[config.mk]
export PLATFORM = sky130hd
export DESIGN_NAME = pipelined_adc_output_port
export DESIGN_NICKNAME = d
export VERILOG_FILES = /design/src/rtl/adc_port_pkg.sv /design/src/rtl/result_fifo.sv /design/src/rtl/pipelined_adc_output_port.sv
export SDC_FILE = /design/constraint.sdc
export NUM_CORES = 1
export LEC_CHECK = 0
export BUFFER_PORTS_ARGS = -buffer_cell sky130_fd_sc_hd__buf_2
export CORE_MARGIN = 3
export CORE_UTILIZATION = 50
export CTS_CLUSTER_SIZE = 10
export DETAILED_ROUTE_END_ITERATION = 10
export PLACE_DENSITY = 0.77
export SYNTH_ARGS = -nofsm -noshare
export SYNTH_HDL_FRONTEND = slang
export SYNTH_SLANG_ARGS = --single-unit
[constraint.sdc]
create_clock -name sys_clk_i -period 4 [get_ports sys_clk_i]
set_input_delay 0.4 -clock sys_clk_i [delete_from_list [all_inputs] [get_ports sys_clk_i]]
set_output_delay 0.4 -clock sys_clk_i [all_outputs]
set_load 0.1 [all_outputs]
[src/rtl/adc_port_pkg.sv]
`default_nettype none
package adc_port_pkg;
   // Word and pipeline shape
   localparam int CODE_W = 14;
   localparam int NSTAGE = 4;
   localparam int LATENCY = 5;
   localparam int PIPE_DEPTH = 2 * LATENCY;
   localparam int CORR_IDX = NSTAGE + 1;
   localparam int PUSH_IDX = PIPE_DEPTH - 1;
   localparam int SYNC_DEPTH = 3;
   localparam int FIFO_DEPTH = 8;
   localparam int MSB_IDX = CODE_W - 1;

   // Clamp codes for out-of-range conversions
   localparam logic [CODE_W-1:0] CODE_MAX = 14'h3fff;
   localparam logic [CODE_W-1:0] CODE_MIN = 14'h0000;

   // Bits resolved by each pipelined stage, coarse first
   localparam logic [CODE_W-1:0] STAGE_MASK [NSTAGE] = '{14'h3c00, 14'h03c0, 14'h0038, 14'h0007};

   // Quantised analog input, offset binary, with range detectors
   typedef struct packed {
      logic [CODE_W-1:0] code;
      logic over;
      logic under;
   } analog_t;

   // Everything arriving from pins
   typedef struct packed {
      logic enc_p;
      logic enc_n;
      logic fmt;
      logic oe_b;
      analog_t analog;
   } pin_t;

   // One pipeline slot
   typedef struct packed {
      logic valid;
      logic [CODE_W-1:0] code;
      logic [CODE_W-1:0] residue;
      logic over;
      logic under;
   } pipe_t;

   // Corrected result
   typedef struct packed {
      logic [CODE_W-1:0] code;
      logic ovf;
   } word_t;

   localparam int WORD_W = $bits(word_t);
endpackage
`default_nettype wire

[src/rtl/result_fifo.sv]
`default_nettype none
module result_fifo #(
   parameter int WIDTH = 15,
   parameter int DEPTH = 8
) (
   // Clock and reset
   input wire logic sys_clk_i,
   input wire logic rst_b_i,
   // Fill side
   input wire logic in_valid_i,
   output logic in_ready_o,
   input wire logic [WIDTH-1:0] in_data_i,
   // Drain side
   output logic out_valid_o,
   input wire logic out_ready_i,
   output logic [WIDTH-1:0] out_data_o
);
   localparam int AW = (DEPTH > 1) ? $clog2(DEPTH) : 1;
   localparam int CW = $clog2(DEPTH + 1);
   localparam logic [CW-1:0] FULL_CNT = CW'(DEPTH);
   localparam logic [AW-1:0] LAST_PTR = AW'(DEPTH - 1);

   logic [WIDTH-1:0] mem_q [DEPTH];
   logic [AW-1:0] wr_q, wr_d, rd_q, rd_d;
   logic [CW-1:0] cnt_q, cnt_d;
   logic [WIDTH-1:0] head_q, head_d;
   logic head_vld_q, head_vld_d;
   logic push, load;

   assign in_ready_o = (cnt_q != FULL_CNT);
   assign out_valid_o = head_vld_q;
   assign out_data_o = head_q;
   assign push = in_valid_i && in_ready_o;
   // Head register refills when empty or being taken
   assign load = (cnt_q != '0) && (!head_vld_q || out_ready_i);

   // Pointer, count and head next values
   always_comb
   begin
      wr_d = wr_q;
      rd_d = rd_q;
      cnt_d = cnt_q;
      head_d = head_q;
      head_vld_d = head_vld_q;
      if (head_vld_q && out_ready_i)
      begin
         head_vld_d = 1'b0;
      end
      if (load)
      begin
         head_d = mem_q[rd_q];
         head_vld_d = 1'b1;
         rd_d = (rd_q == LAST_PTR) ? '0 : rd_q + 1'b1;
      end
      if (push)
      begin
         wr_d = (wr_q == LAST_PTR) ? '0 : wr_q + 1'b1;
      end
      cnt_d = cnt_q + CW'(push) - CW'(load);
   end

   // Storage has no reset; only written words are ever read
   always_ff @(posedge sys_clk_i)
   begin
      if (push)
      begin
         mem_q[wr_q] <= in_data_i;
      end
   end

   always_ff @(posedge sys_clk_i or negedge rst_b_i)
   begin
      if (!rst_b_i)
      begin
         wr_q <= '0;
         rd_q <= '0;
         cnt_q <= '0;
         head_q <= '0;
         head_vld_q <= 1'b0;
      end
      else
      begin
         wr_q <= wr_d;
         rd_q <= rd_d;
         cnt_q <= cnt_d;
         head_q <= head_d;
         head_vld_q <= head_vld_d;
      end
   end
endmodule
`default_nettype wire

[src/rtl/pipelined_adc_output_port.sv]
// Summary of operation
// [RQ1] Format select low inverts the top code bit: two's complement output.
// [RQ2] Format select high leaves the top bit alone: offset binary output.
// [RQ3] Each sample is taken on the rising edge of the sample trigger.
// [RQ4] Encode pair is high when true exceeds complement, low when below.
// [RQ5] Output enable low drives the data bus; high floats it.
// [RQ6] Capture logic registers code and flag on the strobe's rising edge.
// [RQ7] Range exceed flag is high for any over- or under-range conversion.
// [RQ8] Result is a 14-bit word, bit 13 most significant, bit 0 least.
// [RQ9] Four pipelined stages; result appears five encode cycles after sampling.
// [RQ10] Input tracks while encode is low, frozen at the low-to-high edge.
// [RQ11] Samples advance one stage per encode phase, stages alternating.
// [RQ12] Earlier stage results are delayed, aligned and corrected before output.
// [RQ13] Code and flag update together once per cycle, stable at strobe rise.
`default_nettype none
module pipelined_adc_output_port #(
   parameter int FIFO_DEPTH = adc_port_pkg::FIFO_DEPTH
) (
   // Clock and reset
   input wire logic sys_clk_i,
   input wire logic rst_b_i,
   // Encode pair from pins
   input wire logic sample_trigger_p_i,
   input wire logic sample_trigger_n_i,
   // Quantised analog input
   input wire adc_port_pkg::analog_t analog_i,
   // Control pins
   input wire logic top_bit_flip_select_i,
   input wire logic out_drive_b_i,
   // Drain stall from local logic
   input wire logic out_hold_i,
   // Output bus
   output logic [adc_port_pkg::CODE_W-1:0] sample_code_bits_o,
   output logic sample_code_bits_oe_b_o,
   output logic range_exceed_flag_o,
   output logic data_valid_strobe_o,
   output logic result_lost_o
);
   adc_port_pkg::pin_t sync_q [adc_port_pkg::SYNC_DEPTH];
   adc_port_pkg::pin_t sync_d [adc_port_pkg::SYNC_DEPTH];
   adc_port_pkg::pin_t pins_q, pins_d;
   adc_port_pkg::pipe_t pipe_q [adc_port_pkg::PIPE_DEPTH];
   adc_port_pkg::pipe_t pipe_d [adc_port_pkg::PIPE_DEPTH];
   adc_port_pkg::word_t push_word, head_word;
   logic enc_lvl_q, enc_lvl_d, enc_now, rise, fall;
   logic edge_q, edge_d;
   logic push_vld, push_rdy, head_vld, drain;
   logic [adc_port_pkg::CODE_W-1:0] code_q, code_d;
   logic oe_b_q, oe_b_d, flag_q, flag_d, strobe_q, strobe_d, lost_q, lost_d;

   // Pin word at reset: encode low, offset binary and a floated bus, so the
   // first clocks after release neither see a false encode edge nor drive the bus
   localparam adc_port_pkg::pin_t PIN_IDLE = '{
      enc_p: 1'b0,
      enc_n: 1'b1,
      fmt: 1'b1,
      oe_b: 1'b1,
      analog: '0
   };

   // Three-flop pin synchroniser; a change is taken once stages 2 and 3 agree
   // The whole pin word must agree, so analog and encode land in the same clock,
   // at the cost of one more clock of delay when two pins move close together
   always_comb
   begin
      sync_d[0] = '{enc_p: sample_trigger_p_i, enc_n: sample_trigger_n_i,
                    fmt: top_bit_flip_select_i, oe_b: out_drive_b_i, analog: analog_i};
      for (int i = 1; i < adc_port_pkg::SYNC_DEPTH; i++)
      begin
         sync_d[i] = sync_q[i-1];
      end
      pins_d = (sync_q[1] == sync_q[2]) ? sync_q[2] : pins_q;
   end

   // Pair equal means no decision, so the level holds
   // Only a level change makes an edge; a slow crossing cannot double count
   always_comb
   begin
      enc_now = enc_lvl_q;
      if (pins_q.enc_p && !pins_q.enc_n)
      begin
         enc_now = 1'b1; // RQ4
      end
      else if (!pins_q.enc_p && pins_q.enc_n)
      begin
         enc_now = 1'b0; // RQ4
      end
      enc_lvl_d = enc_now;
      rise = enc_now && !enc_lvl_q; // RQ3
      fall = !enc_now && enc_lvl_q;
      edge_d = rise || fall;
   end

   // Phase pipeline: slot 0 is the hold capacitor, slots 1..4 the stages
   always_comb
   begin
      for (int i = 0; i < adc_port_pkg::PIPE_DEPTH; i++)
      begin
         pipe_d[i] = pipe_q[i];
      end
      if (rise || fall) // RQ11
      begin
         for (int i = 1; i < adc_port_pkg::PIPE_DEPTH; i++)
         begin
            pipe_d[i] = pipe_q[i-1];
         end
         for (int s = 0; s < adc_port_pkg::NSTAGE; s++)
         begin
            // Stage resolves its slice; earlier slices ride along delayed
            pipe_d[s+1].code = pipe_q[s].code | (pipe_q[s].residue & adc_port_pkg::STAGE_MASK[s]); // RQ12
            pipe_d[s+1].residue = pipe_q[s].residue & ~adc_port_pkg::STAGE_MASK[s]; // RQ11
         end
         // Correction clamps out-of-range results to the end codes
         if (pipe_q[adc_port_pkg::NSTAGE].over)
         begin
            pipe_d[adc_port_pkg::CORR_IDX].code = adc_port_pkg::CODE_MAX; // RQ12
         end
         else if (pipe_q[adc_port_pkg::NSTAGE].under)
         begin
            pipe_d[adc_port_pkg::CORR_IDX].code = adc_port_pkg::CODE_MIN; // RQ12
         end
         // Held on the rising edge, tracking again from the falling edge
         pipe_d[0] = '0; // RQ10
         if (rise)
         begin
            pipe_d[0].valid = 1'b1; // RQ10
            pipe_d[0].residue = pins_q.analog.code;
            pipe_d[0].over = pins_q.analog.over;
            pipe_d[0].under = pins_q.analog.under;
         end
      end
   end

   // Last slot enters the FIFO on the falling edge of the fifth cycle
   // Pushing one clock after the shift reads the slot once it has settled
   assign push_vld = edge_q && pipe_q[adc_port_pkg::PUSH_IDX].valid; // RQ9
   assign push_word.code = pipe_q[adc_port_pkg::PUSH_IDX].code;
   assign push_word.ovf = pipe_q[adc_port_pkg::PUSH_IDX].over
                          || pipe_q[adc_port_pkg::PUSH_IDX].under; // RQ7
   assign drain = rise && !out_hold_i;

   // Slack for a stalled drain; the head word waits in its own register,
   // so the output stage never reads the storage array directly
   result_fifo #(
      .WIDTH(adc_port_pkg::WORD_W),
      .DEPTH(FIFO_DEPTH)
   ) u_fifo (
      .sys_clk_i(sys_clk_i),
      .rst_b_i(rst_b_i),
      .in_valid_i(push_vld),
      .in_ready_o(push_rdy),
      .in_data_i(push_word),
      .out_valid_o(head_vld),
      .out_ready_i(drain),
      .out_data_o(head_word)
   );

   // Output stage: data move at encode rise, strobe rises half a cycle later
   always_comb
   begin
      code_d = code_q;
      flag_d = flag_q;
      strobe_d = strobe_q;
      oe_b_d = pins_q.oe_b; // RQ5
      // A full FIFO drops the word; the loss stays visible until reset
      lost_d = lost_q || (push_vld && !push_rdy);
      if (drain && head_vld)
      begin
         code_d = head_word.code; // RQ8
         code_d[adc_port_pkg::MSB_IDX] = head_word.code[adc_port_pkg::MSB_IDX]
                                         ^ !pins_q.fmt; // RQ1 RQ2
         flag_d = head_word.ovf; // RQ13
         strobe_d = 1'b0; // RQ13
      end
      // A stall leaves the strobe high, so capture logic sees no extra edge
      else if (fall)
      begin
         strobe_d = 1'b1; // RQ13
      end
   end

   // One register bank for all state; reset loads constants only
   always_ff @(posedge sys_clk_i or negedge rst_b_i)
   begin
      if (!rst_b_i)
      begin
         for (int i = 0; i < adc_port_pkg::SYNC_DEPTH; i++)
         begin
            sync_q[i] <= PIN_IDLE;
         end
         for (int i = 0; i < adc_port_pkg::PIPE_DEPTH; i++)
         begin
            pipe_q[i] <= '0;
         end
         pins_q <= PIN_IDLE; // RQ5
         enc_lvl_q <= 1'b0;
         edge_q <= 1'b0;
         code_q <= '0;
         flag_q <= 1'b0;
         strobe_q <= 1'b0;
         oe_b_q <= 1'b1;
         lost_q <= 1'b0;
      end
      else
      begin
         sync_q <= sync_d;
         pipe_q <= pipe_d;
         pins_q <= pins_d;
         enc_lvl_q <= enc_lvl_d;
         edge_q <= edge_d;
         code_q <= code_d;
         flag_q <= flag_d;
         strobe_q <= strobe_d;
         oe_b_q <= oe_b_d;
         lost_q <= lost_d;
      end
   end

   // Every output comes straight off a register
   assign sample_code_bits_o = code_q;
   assign sample_code_bits_oe_b_o = oe_b_q; // RQ5
   assign range_exceed_flag_o = flag_q;
   assign data_valid_strobe_o = strobe_q; // RQ6
   assign result_lost_o = lost_q;
endmodule
`default_nettype wire

======== After elaboration in Yosys (flattened, before gate mapping) ========
Memory sizes are Yosys's and may differ from the RTL's. A register that Yosys moved wholly into a read port is not among the register bits.
Cells that the tools add are included.
storage, ports and cells
  output and inout port bits .............. 18
  memory bits (writable) .................. 120
  memories kept ........................... 1
  register bits ........................... 290
  logic and storage cells ................. 135
  input bits .............................. 23
memories
  name          words  width  rd ports  clocked after memory_dff  wr ports  line               RTL
  u_fifo.mem_q  8      15     1         1                         1         result_fifo.sv:23  logic [WIDTH-1:0] mem_q [DEPTH];
cells by class
  reduce and logical (&&, ||, !) cells .... 26
  $add $sub $neg .......................... 4
  eq/ne operators ......................... 4
  muxes and demuxes ....................... 14
  bitwise logic cells ..................... 4
operators with widths
  kind                 count
  $mux 14              2
  $eq 20x20->1         1
  $mux 16              1
  $or 14x10->14        1
  $or 14x3->14         1
  $or 14x6->14         1
  $logic_and 1x1->1    10
  $logic_not 1->1      9
  $mux 1               9
  $add 3x1->3 const B  2
  $eq 3x3->1 const B   2
  $mux 3               2
  $add 4x1->4          1
  $logic_or 1x1->1     4
  $ne 4x4->1 const B   1
  $reduce_bool 2->1    2
  $reduce_bool 4->1    1
  $sub 4x1->4          1
  $xor 1x1->1          1

======== Logic depth before layout (Yosys ltp) ========
Gate-level depths: netlist of the first run.
  depth after elaboration ................. 9
  mapped depth ............................ 14
  depth with buffers taken out ............ 12

======== Modules after synthesis ========
A second synthesis of the first run with hierarchy kept.
second synthesis, totals
  cells, all modules ...................... 945
  area, all modules ....................... 15449.8 um2
by module, submodules not included
  module                     cells each  sequential area each (um2)  times used  area an instance (um2)
  pipelined_adc_output_port  611         6772.7                      1           9608.0
  result_fifo                334         4254.1                      1           5841.9

======== Least setup slack after synthesis of the first run ========
OpenSTA, ideal clock, no wires.
  path kind ............................... register to register
  from .................................... reg enc_lvl_q
  to ...................................... reg u_fifo.cnt_q[2]
  stages on the path, launching flop included .. 15
  path buffers ............................ 2
  setup time .............................. 0.123 ns
  clock period less this slack ............ 2.812 ns
  arrival ................................. 2.689 ns
  path slack .............................. 1.188 ns
  data required time ...................... 3.877 ns
  path through ............................ dfrtp_1 -> nand2_1 -> nand2_1 -> o21a_1 -> ha_1 -> buf_2 -> nand2b_1 -> a22oi_1 -> clkbuf_1 -> ha_1 -> inv_1 -> ha_1 -> inv_1 -> fa_1 -> xnor2_1
on the way
  cells in the longest elaborated chain, start to end .. 7
  elaborated cells on any way between the ends .. 8
  classes of those cells .................. add/sub: 1; mux: 2; reduce/logical: 5
ends and longest elaborated chain
  what                       line                              RTL
  from (decl)                pipelined_adc_output_port.sv:45   logic enc_lvl_q, enc_lvl_d, enc_now, rise, fall;
  from (signal assigned)     pipelined_adc_output_port.sv:209  enc_lvl_q <= enc_lvl_d;
  $mux 1                     pipelined_adc_output_port.sv:84   else if (!pins_q.enc_p && pins_q.enc_n)
  $mux 1                     pipelined_adc_output_port.sv:80   if (pins_q.enc_p && !pins_q.enc_n)
  named net enc_lvl_d        pipelined_adc_output_port.sv:45
  $logic_and 1x1->1          pipelined_adc_output_port.sv:89   rise = enc_now && !enc_lvl_q;
  named net rise             pipelined_adc_output_port.sv:45
  $logic_and 1x1->1          pipelined_adc_output_port.sv:140  assign drain = rise && !out_hold_i;
  $logic_or 1x1->1           result_fifo.sv:35                 assign load = (cnt_q != '0) && (!head_vld_q || out_ready_i);
  $logic_and 1x1->1          result_fifo.sv:35
  $sub 4x1->4                result_fifo.sv:59                 cnt_d = cnt_q + CW'(push) - CW'(load);
  named net u_fifo.cnt_d[2]  result_fifo.sv:25                 logic [CW-1:0] cnt_q, cnt_d;
  to (signal assigned)       result_fifo.sv:85                 cnt_q <= cnt_d;
  to (decl)                  result_fifo.sv:25
The timed path passes the listed nets, and every way through them passes these cells.
A chain may end at the register's enable or synchronous reset.

======== Final worst setup path of the first run ========
  from .................................... reg enc_lvl_q
  to ...................................... reg u_fifo.cnt_q[3]
Same word-level chain as after synthesis.

==> run_results.csv, run 1 <==
group,metric,value,unit
route,vias,7237,
worst_setup_path,crit_start,"enc_lvl_q",
final_layout,postLayoutCellArea,17400,sq um
sta,max_freq,0.402,GHz
logic_synthesis,synth_compound_gate_area_share,2.35,%
worst_setup_path,end_kind,"flip-flop",
final_layout,num_antenna_cells,0,
route,dr.pass1.iters,4,
sta,finalHoldViolations,0,
clocking,cts_tree,"yes",
logic_synthesis,netlist_area,15200,sq um
route,drc,0,
placement,placedCellCount,1296,
floorplanning,start_util,51.0,%
final_layout,num-fill-cells,2209,
clocking,cts_hold_buf,21,
logic_synthesis,ys_seq_area_share,72.3,%
worst_setup_path,cp.arrival,2.94,ns
sta,fin_skew,0.0289,ns
clocking,cts_buffer_depth,3,
sta,tns,0,ns
grt,overflow,0,
sta,rsz0062_at_grt,"no",
sta,finalSetupViolations,0,
logic_synthesis,synthAdderAreaFrac,1.12,%
sta,finalCritPeriodShare,62.2,%
grt,grt_pass1_vias,7786,
logic_synthesis,async_flop_share,71.2,%
logic_synthesis,ys.flop_type,"dfrtp_1",
sta,fin_crit,2.49,ns
clocking,clkSlewWorstSetupHoldPaths,0.05,ns
grt,antenna_found_initial,0,
sta,worst-slew-pin-transition,1.10,ns
floorplanning,coreArea,29900,sq um
logic_synthesis,synth_cells,898,
clocking,cts_resized,0,
run,maxCapViolations,0,
final_layout,mostFrequentLayoutCell,"dfrtp_1",
worst_setup_path,r2r-start,"enc_lvl_q",
grt,busiest_layer,"met2",
placement,port_buffers,40,
clocking,cts.sinks,416,
clocking,htree_levels,2,
final_layout,layout-drive-gt1-share,33.0,%
route,drt-total-wl,22700,um
sta,relSlewSlack,26.4,%
route,initialDrtViolationCount,433,
final_layout,instances_no_fill,1397,
logic_synthesis,yosys_warnings,0,
route,wl_per_cell,16.2,um
placement,pre_cts_ws,1.52,ns
final_layout,regArea,11000,sq um
power_and_ir_drop,leakagePower,0.00728,uW
worst_hold_path,hp-class,"input port to flip-flop",
grt,grt_util_all_layers,14.4,%
worst_setup_path,crit_path_end,"u_fifo.cnt_q[3]",
logic_synthesis,synth_fp_nets,934,
clocking,cts_root_buf,"clkbuf_16",
worst_setup_path,required,4.45,ns
worst_setup_path,reg2reg_slack,1.51,ns
sta,final.setup.worst_slack,1.51,ns
worst_setup_path,path_class,"flip-flop to flip-flop",
grt,gr-usage-met1,19.4,%
run_status,status,"finished, final reports clean",
power_and_ir_drop,ir_drop,0.309,mV
logic_synthesis,yosys.area_share.simple,2.77,%
worst_setup_path,reg2reg_to,"u_fifo.cnt_q[3]",
floorplanning,die_x,181,um
logic_synthesis,syn_area_per_cell,17.0,sq um
grt,use_met3,2.83,%
logic_synthesis,synth_top_family_by_area,"multiplexers",
sta,final_max_slew_viol_count,0,
placement,dpl.hpwl,12900,um
clocking,clk_latency,0.55,ns
worst_setup_path,path_max_fanout,19,
grt,grt_pass1_wl,39000,um
grt,grt_max_degree,187,
floorplanning,ios,41,
worst_setup_path,worstRegToRegCells,12,
floorplanning,dieArea,32600,sq um
clocking,post_cts_buffers,0,
final_layout,final_cell_mix,"282 x dfrtp_1, 174 x mux2_2, 120 x edfxtp_1, 60 x nand2_1, 47 x clkbuf_16",
placement,gp_congestion,0.696,
route,final_antenna_net_count,0,
floorplanning,die_h,181,um
placement,place_area,15900,sq um
logic_synthesis,synthMuxAreaShare,18.4,%
logic_synthesis,synthXorXnorAreaFrac,1.32,%
grt,use_met2,24.0,%
logic_synthesis,synth_edf_count,120,
logic_synthesis,synthDistinctLibCells,33,
logic_synthesis,synth-seq-cells,416,
final_layout,final_net_count,1012,
route,vias_per_cell,5.18,
floorplanning,placementRows,63,
final_layout,syn_to_final_growth,14.5,%
final_layout,multiInputGateArea,4020,sq um
clocking,numCtsBuffers,47,
worst_setup_path,crit_path_start_kind,"flip-flop",
power_and_ir_drop,pwr_density_cell,482,nW/um^2
==> cell usage after synthesis, types with 3 or more instances <==
| library cell | count | area [sq um] |
|---|---|---|
| mux2_2 | 174 | 1960 |
| nand3_1 | 3 | 15.0 |
| inv_1 | 13 | 48.8 |
| dfstp_2 | 13 | 342 |
| a21oi_1 | 30 | 150 |
| nor2_1 | 23 | 86.3 |
| clkbuf_1 | 14 | 52.6 |
| ha_1 | 12 | 150 |
| buf_2 | 21 | 105 |
| nand2b_1 | 5 | 31.3 |
| edfxtp_1 | 120 | 3600 |
| mux4_2 | 30 | 676 |
| xor2_1 | 14 | 123 |
| o21ai_0 | 34 | 170 |
| nand2_1 | 60 | 225 |
| xnor2_1 | 9 | 78.8 |
| nor4_1 | 3 | 18.8 |
| buf_1 | 3 | 11.3 |
| mux2i_1 | 15 | 150 |
| dfrtp_1 | 283 | 7080 |
==> sequential cells by signal, indices dropped and copies added (netlist names) <==
name                     cells
u_fifo.mem_q               120
u_fifo.out_valid_o           1
pipe_q                     170
oe_b_d                       1
u_fifo.rd_q                  3
data_valid_strobe_o          1
pins_q                      19
sample_code_bits_o          14
sample_code_bits_oe_b_o      1
edge_q                       1
u_fifo.out_data_o           15
sync_d                      40
u_fifo.cnt_q                 4
enc_lvl_q                    1
range_exceed_flag_o          1
result_lost_o                1
u_fifo.wr_q                  3
sync_q                      20
==> how the worst min path moves through the flow <==
stage	from	to	slack, ns	cells past startpoint
after floorplan	rst_b_i	data_valid_strobe_o	0.10	0
after global placement	sync_d[23]	sync_d[3]	0.33	0
after detailed placement	sync_d[20]	sync_d[0]	0.33	0
after CTS	out_hold_i	u_fifo.out_valid_o	0.27	4
after global routing	out_hold_i	u_fifo.out_valid_o	0.29	4
final	out_hold_i	u_fifo.out_valid_o	0.27	4
==> final cells by class <==
type	instances	area share (%)
sequential	416	63.2
multi-input combinational	427	23.0
clock buffer	77	7.50
timing repair buffer	71	2.91
tap	390	2.80
clock inverter	3	0.280
inverter	13	0.280
==> report_power, final <==
| part | switching [uW] | total [uW] | internal [uW] |
|---|---|---|---|
| clock | 1550 | 3780 | 2230 |
| sequential | 27.0 | 4440 | 4410 |
| combinational | 119 | 184 | 65.7 |
| total | 1700 | 8400 | 6700 |
==> stage by stage <==
stage | hold WS [ns] | utilization, % | power, uW
6_report | 0.271 | 58.4 | 8400
5_1_grt | 0.294 | 58.4 | 8720
4_1_cts | 0.268 | 58.4 | 8510
3_5_place_dp | 0.335 | 53.1 | 4690
3_3_place_gp | 0.332 | 53.1 | 4680
2_1_floorplan | 0.104 | - | 4590
==> layer usage <==
layer / vias to the layer above / part of all wire, %
met1: 3683 / 43
met2: 120 / 50
met4: 0 / 2.4
met5: - / 0
li1: 3390 / -
met3: 44 / 4.2
==> critical path, cell delays in order, from the launching register on <==
cell      delay (ns)
dfrtp_1         0.40
nand2_1         0.08
nand2_1         0.06
o21a_1          0.19
ha_4            0.29
nand2b_1        0.11
a22oi_2         0.16
ha_1            0.25
inv_1           0.06
ha_1            0.29
a21o_1          0.17
a21oi_1         0.17
xor2_1          0.17
==> cell families (layout without fill, tap and decap cells) <==
kind of cell / Yosys count / after routing
compound gates: 69 / 69
xor+xnor: 23 / 23
fa+ha+maj: 13 / 13
buf+inv: 55 / 164
flops: 416 / 416
mux: 221 / 221
simple gates: 101 / 101
Note: power is estimated with default switching activity, not from simulation.
==> run 2, diff against run 1 <==
Settings changed: PLACE_DENSITY 0.77 to 0.8.
Clock period 4 ns to 2.2 ns, I/O delays scaled along.
==> run_results.csv, run 2 (synthesis gave the netlist of run 1 again) <==
group,metric,value,unit
placement,gp_congestion,0.745,
grt,busiest_layer,"met2",
clocking,cts_root_buf,"clkbuf_16",
sta,finalHoldViolations,0,
worst_setup_path,cp.arrival,2.63,ns
floorplanning,dieArea,32600,sq um
final_layout,num_antenna_cells,0,
worst_setup_path,crit_top_cell,"ha_4",
worst_hold_path,hp-class,"input port to flip-flop",
worst_setup_path,required,2.64,ns
final_layout,finish.utilization,60.3,%
grt,antenna_found_initial,1,
worst_setup_path,crit_chain,"nand2_1 -> nand2_1 -> o21a_1 -> ha_4 -> nand2b_4 -> a22oi_2 -> ha_4 -> inv_2 -> ha_4 -> inv_2 -> fa_2 -> inv_1",
sta,finalSetupViolations,0,
clocking,cts.sinks,416,
worst_setup_path,cpPeakStageDelay,0.52,ns
route,vias_per_cell,5.17,
final_layout,syn_to_final_growth,18.1,%
route,drc,0,
clocking,clk_latency,0.55,ns
placement,place_area,16300,sq um
route,drt-total-wl,23500,um
sta,fin_skew,0.0163,ns
worst_setup_path,path_max_fanout,3,
grt,grt_max_degree,72,
sta,rsz0062_at_grt,"yes",
grt,gr-usage-met1,19.4,%
final_layout,postLayoutCellArea,18000,sq um
sta,fin_crit,2.19,ns
grt,grt_pass1_vias,7758,
power_and_ir_drop,p_clk_share,46.2,%
final_layout,final_net_count,1042,
sta,relSlewSlack,66.3,%
power_and_ir_drop,p_switching,3130,uW
placement,port_buffers,40,
route,initialDrtViolationCount,350,
clocking,cts_tree,"yes",
placement,dpl.hpwl,14200,um
run_status,status,"finished, final reports clean",
floorplanning,placementRows,63,
final_layout,largest_reg_flops,170,
sta,tns,0,ns
power_and_ir_drop,ir_drop,0.664,mV
floorplanning,die_x,181,um
worst_setup_path,path_class,"flip-flop to flip-flop",
clocking,numCtsBuffers,48,
final_layout,top_register,"pipe_q",
floorplanning,die_h,181,um
sta,finalCritPeriodShare,99.4,%
power_and_ir_drop,p_comb_share,2.4,%
sta,final_max_slew_viol_count,0,
worst_setup_path,slowest_stage,"fa_2",
route,wl_per_cell,16.4,um
floorplanning,ios,41,
route,dr.pass1.iters,4,
sta,worst-slew-pin-transition,0.506,ns
placement,placedCellCount,1323,
power_and_ir_drop,leakagePower,0.00755,uW
grt,grt_util_all_layers,14.8,%
final_layout,mostFrequentLayoutCell,"dfrtp_1",
grt,grt_pass1_wl,39600,um
worst_setup_path,end_kind,"flip-flop",
final_layout,final_cell_mix,"282 x dfrtp_1, 174 x mux2_2, 120 x edfxtp_1, 60 x nand2_1, 48 x clkbuf_16",
worst_setup_path,crit_path_start_kind,"flip-flop",
route,final_antenna_net_count,0,
power_and_ir_drop,pwr_density_cell,870,nW/um^2
clocking,cts_buffer_depth,3,
power_and_ir_drop,p_int,12500,uW
clocking,clkSlewWorstSetupHoldPaths,0.06,ns
route,vias,7413,
final_layout,layout-drive-gt1-share,35.2,%
grt,overflow,0,
grt,use_met3,3.09,%
floorplanning,coreArea,29900,sq um
clocking,htree_levels,2,
power_and_ir_drop,p_seq_share,51.4,%
final_layout,instances_no_fill,1435,
floorplanning,start_util,51.0,%
sta,max_freq,0.457,GHz
power_and_ir_drop,switching_share,20.0,%
grt,use_met2,25.2,%
run,maxCapViolations,0,
run 2: changes by cell type in the layout (fill, tap and decap cells not counted), moves of 6 or more:
| cell | before | now |
|---|---|---|
| nor2_1 | 17 | 23 |
| buf_12 | 1 | 18 |
| nor2_2 | 6 | 0 |
| clkbuf_1 | 28 | 35 |
| buf_4 | 9 | 21 |
run 2: cell type report:
class / count / area (sq um)
clock buffer: 84 / 1350
sequential: 416 / 11000
tap: 390 / 488
fill: 2131 / 11900
clock inverter: 5 / 105
multi-input combinational: 427 / 4050
timing repair buffer: 100 / 938
inverter: 13 / 48.8
run 2: critical path, delay by kind of cell (launching register included):
family	cells	cell delay [ns]
AOI/OAI and AO/OA	2	0.38
adders and majority gates	4	1.05
buffers and inverters	3	0.14
DFF	1	0.36
and+or+nand+nor	3	0.16
run 2: metal layers:
metal / share of wire (%) / vias up
met3: 4.5 / 44
met5: 0 / -
met2: 50 / 130
met1: 43 / 3771
met4: 2.1 / 0
li1: - / 3468
run 2: power by group through the flow:
stage / registers [uW] / logic, uW / clock network, uW
finish: 8060 / 375 / 7230
global route: 8060 / 420 / 7810
CTS: 8060 / 375 / 7450
detailed placement: 8200 / 346 / 0
global placement: 8190 / 336 / 0
floorplan: 8230 / 128 / 0
run 2: what timing repair did:
action,4_1_cts,5_1_grt
endpoints found under the setup margin,1,10
hold buffers,21,0
hold endpoints to repair,113,0
pin swaps,1,1
gates resized for setup,0,2
buffers inserted,0,2
run 2: final timing paths:
check                            from                       to  slack [ns]  depth (start not counted)
max                        pins_q[19]          u_fifo.cnt_q[1]        0.01                         12
min                        out_hold_i       u_fifo.out_valid_o        0.03                          4
min reg2reg                sync_d[25]                sync_d[5]        0.34                          0
max reg2reg                pins_q[19]          u_fifo.cnt_q[1]        0.01                         12
min in group asynchronous     rst_b_i           u_fifo.wr_q[1]        0.18                          2
max in group asynchronous     rst_b_i  sample_code_bits_oe_b_o        1.24                          3
run 2: metrics by stage:
stage,hold WS (ns),total power (uW),setup slack [ns]
final,0.0312,15700,0.0137
after global routing,0.0317,16300,-0.0871
after CTS,0.00342,15900,0.0240
after detailed placement,0.184,8550,0.00593
after global placement,0.176,8530,0.0454
after floorplan,-0.0756,8350,-0.302
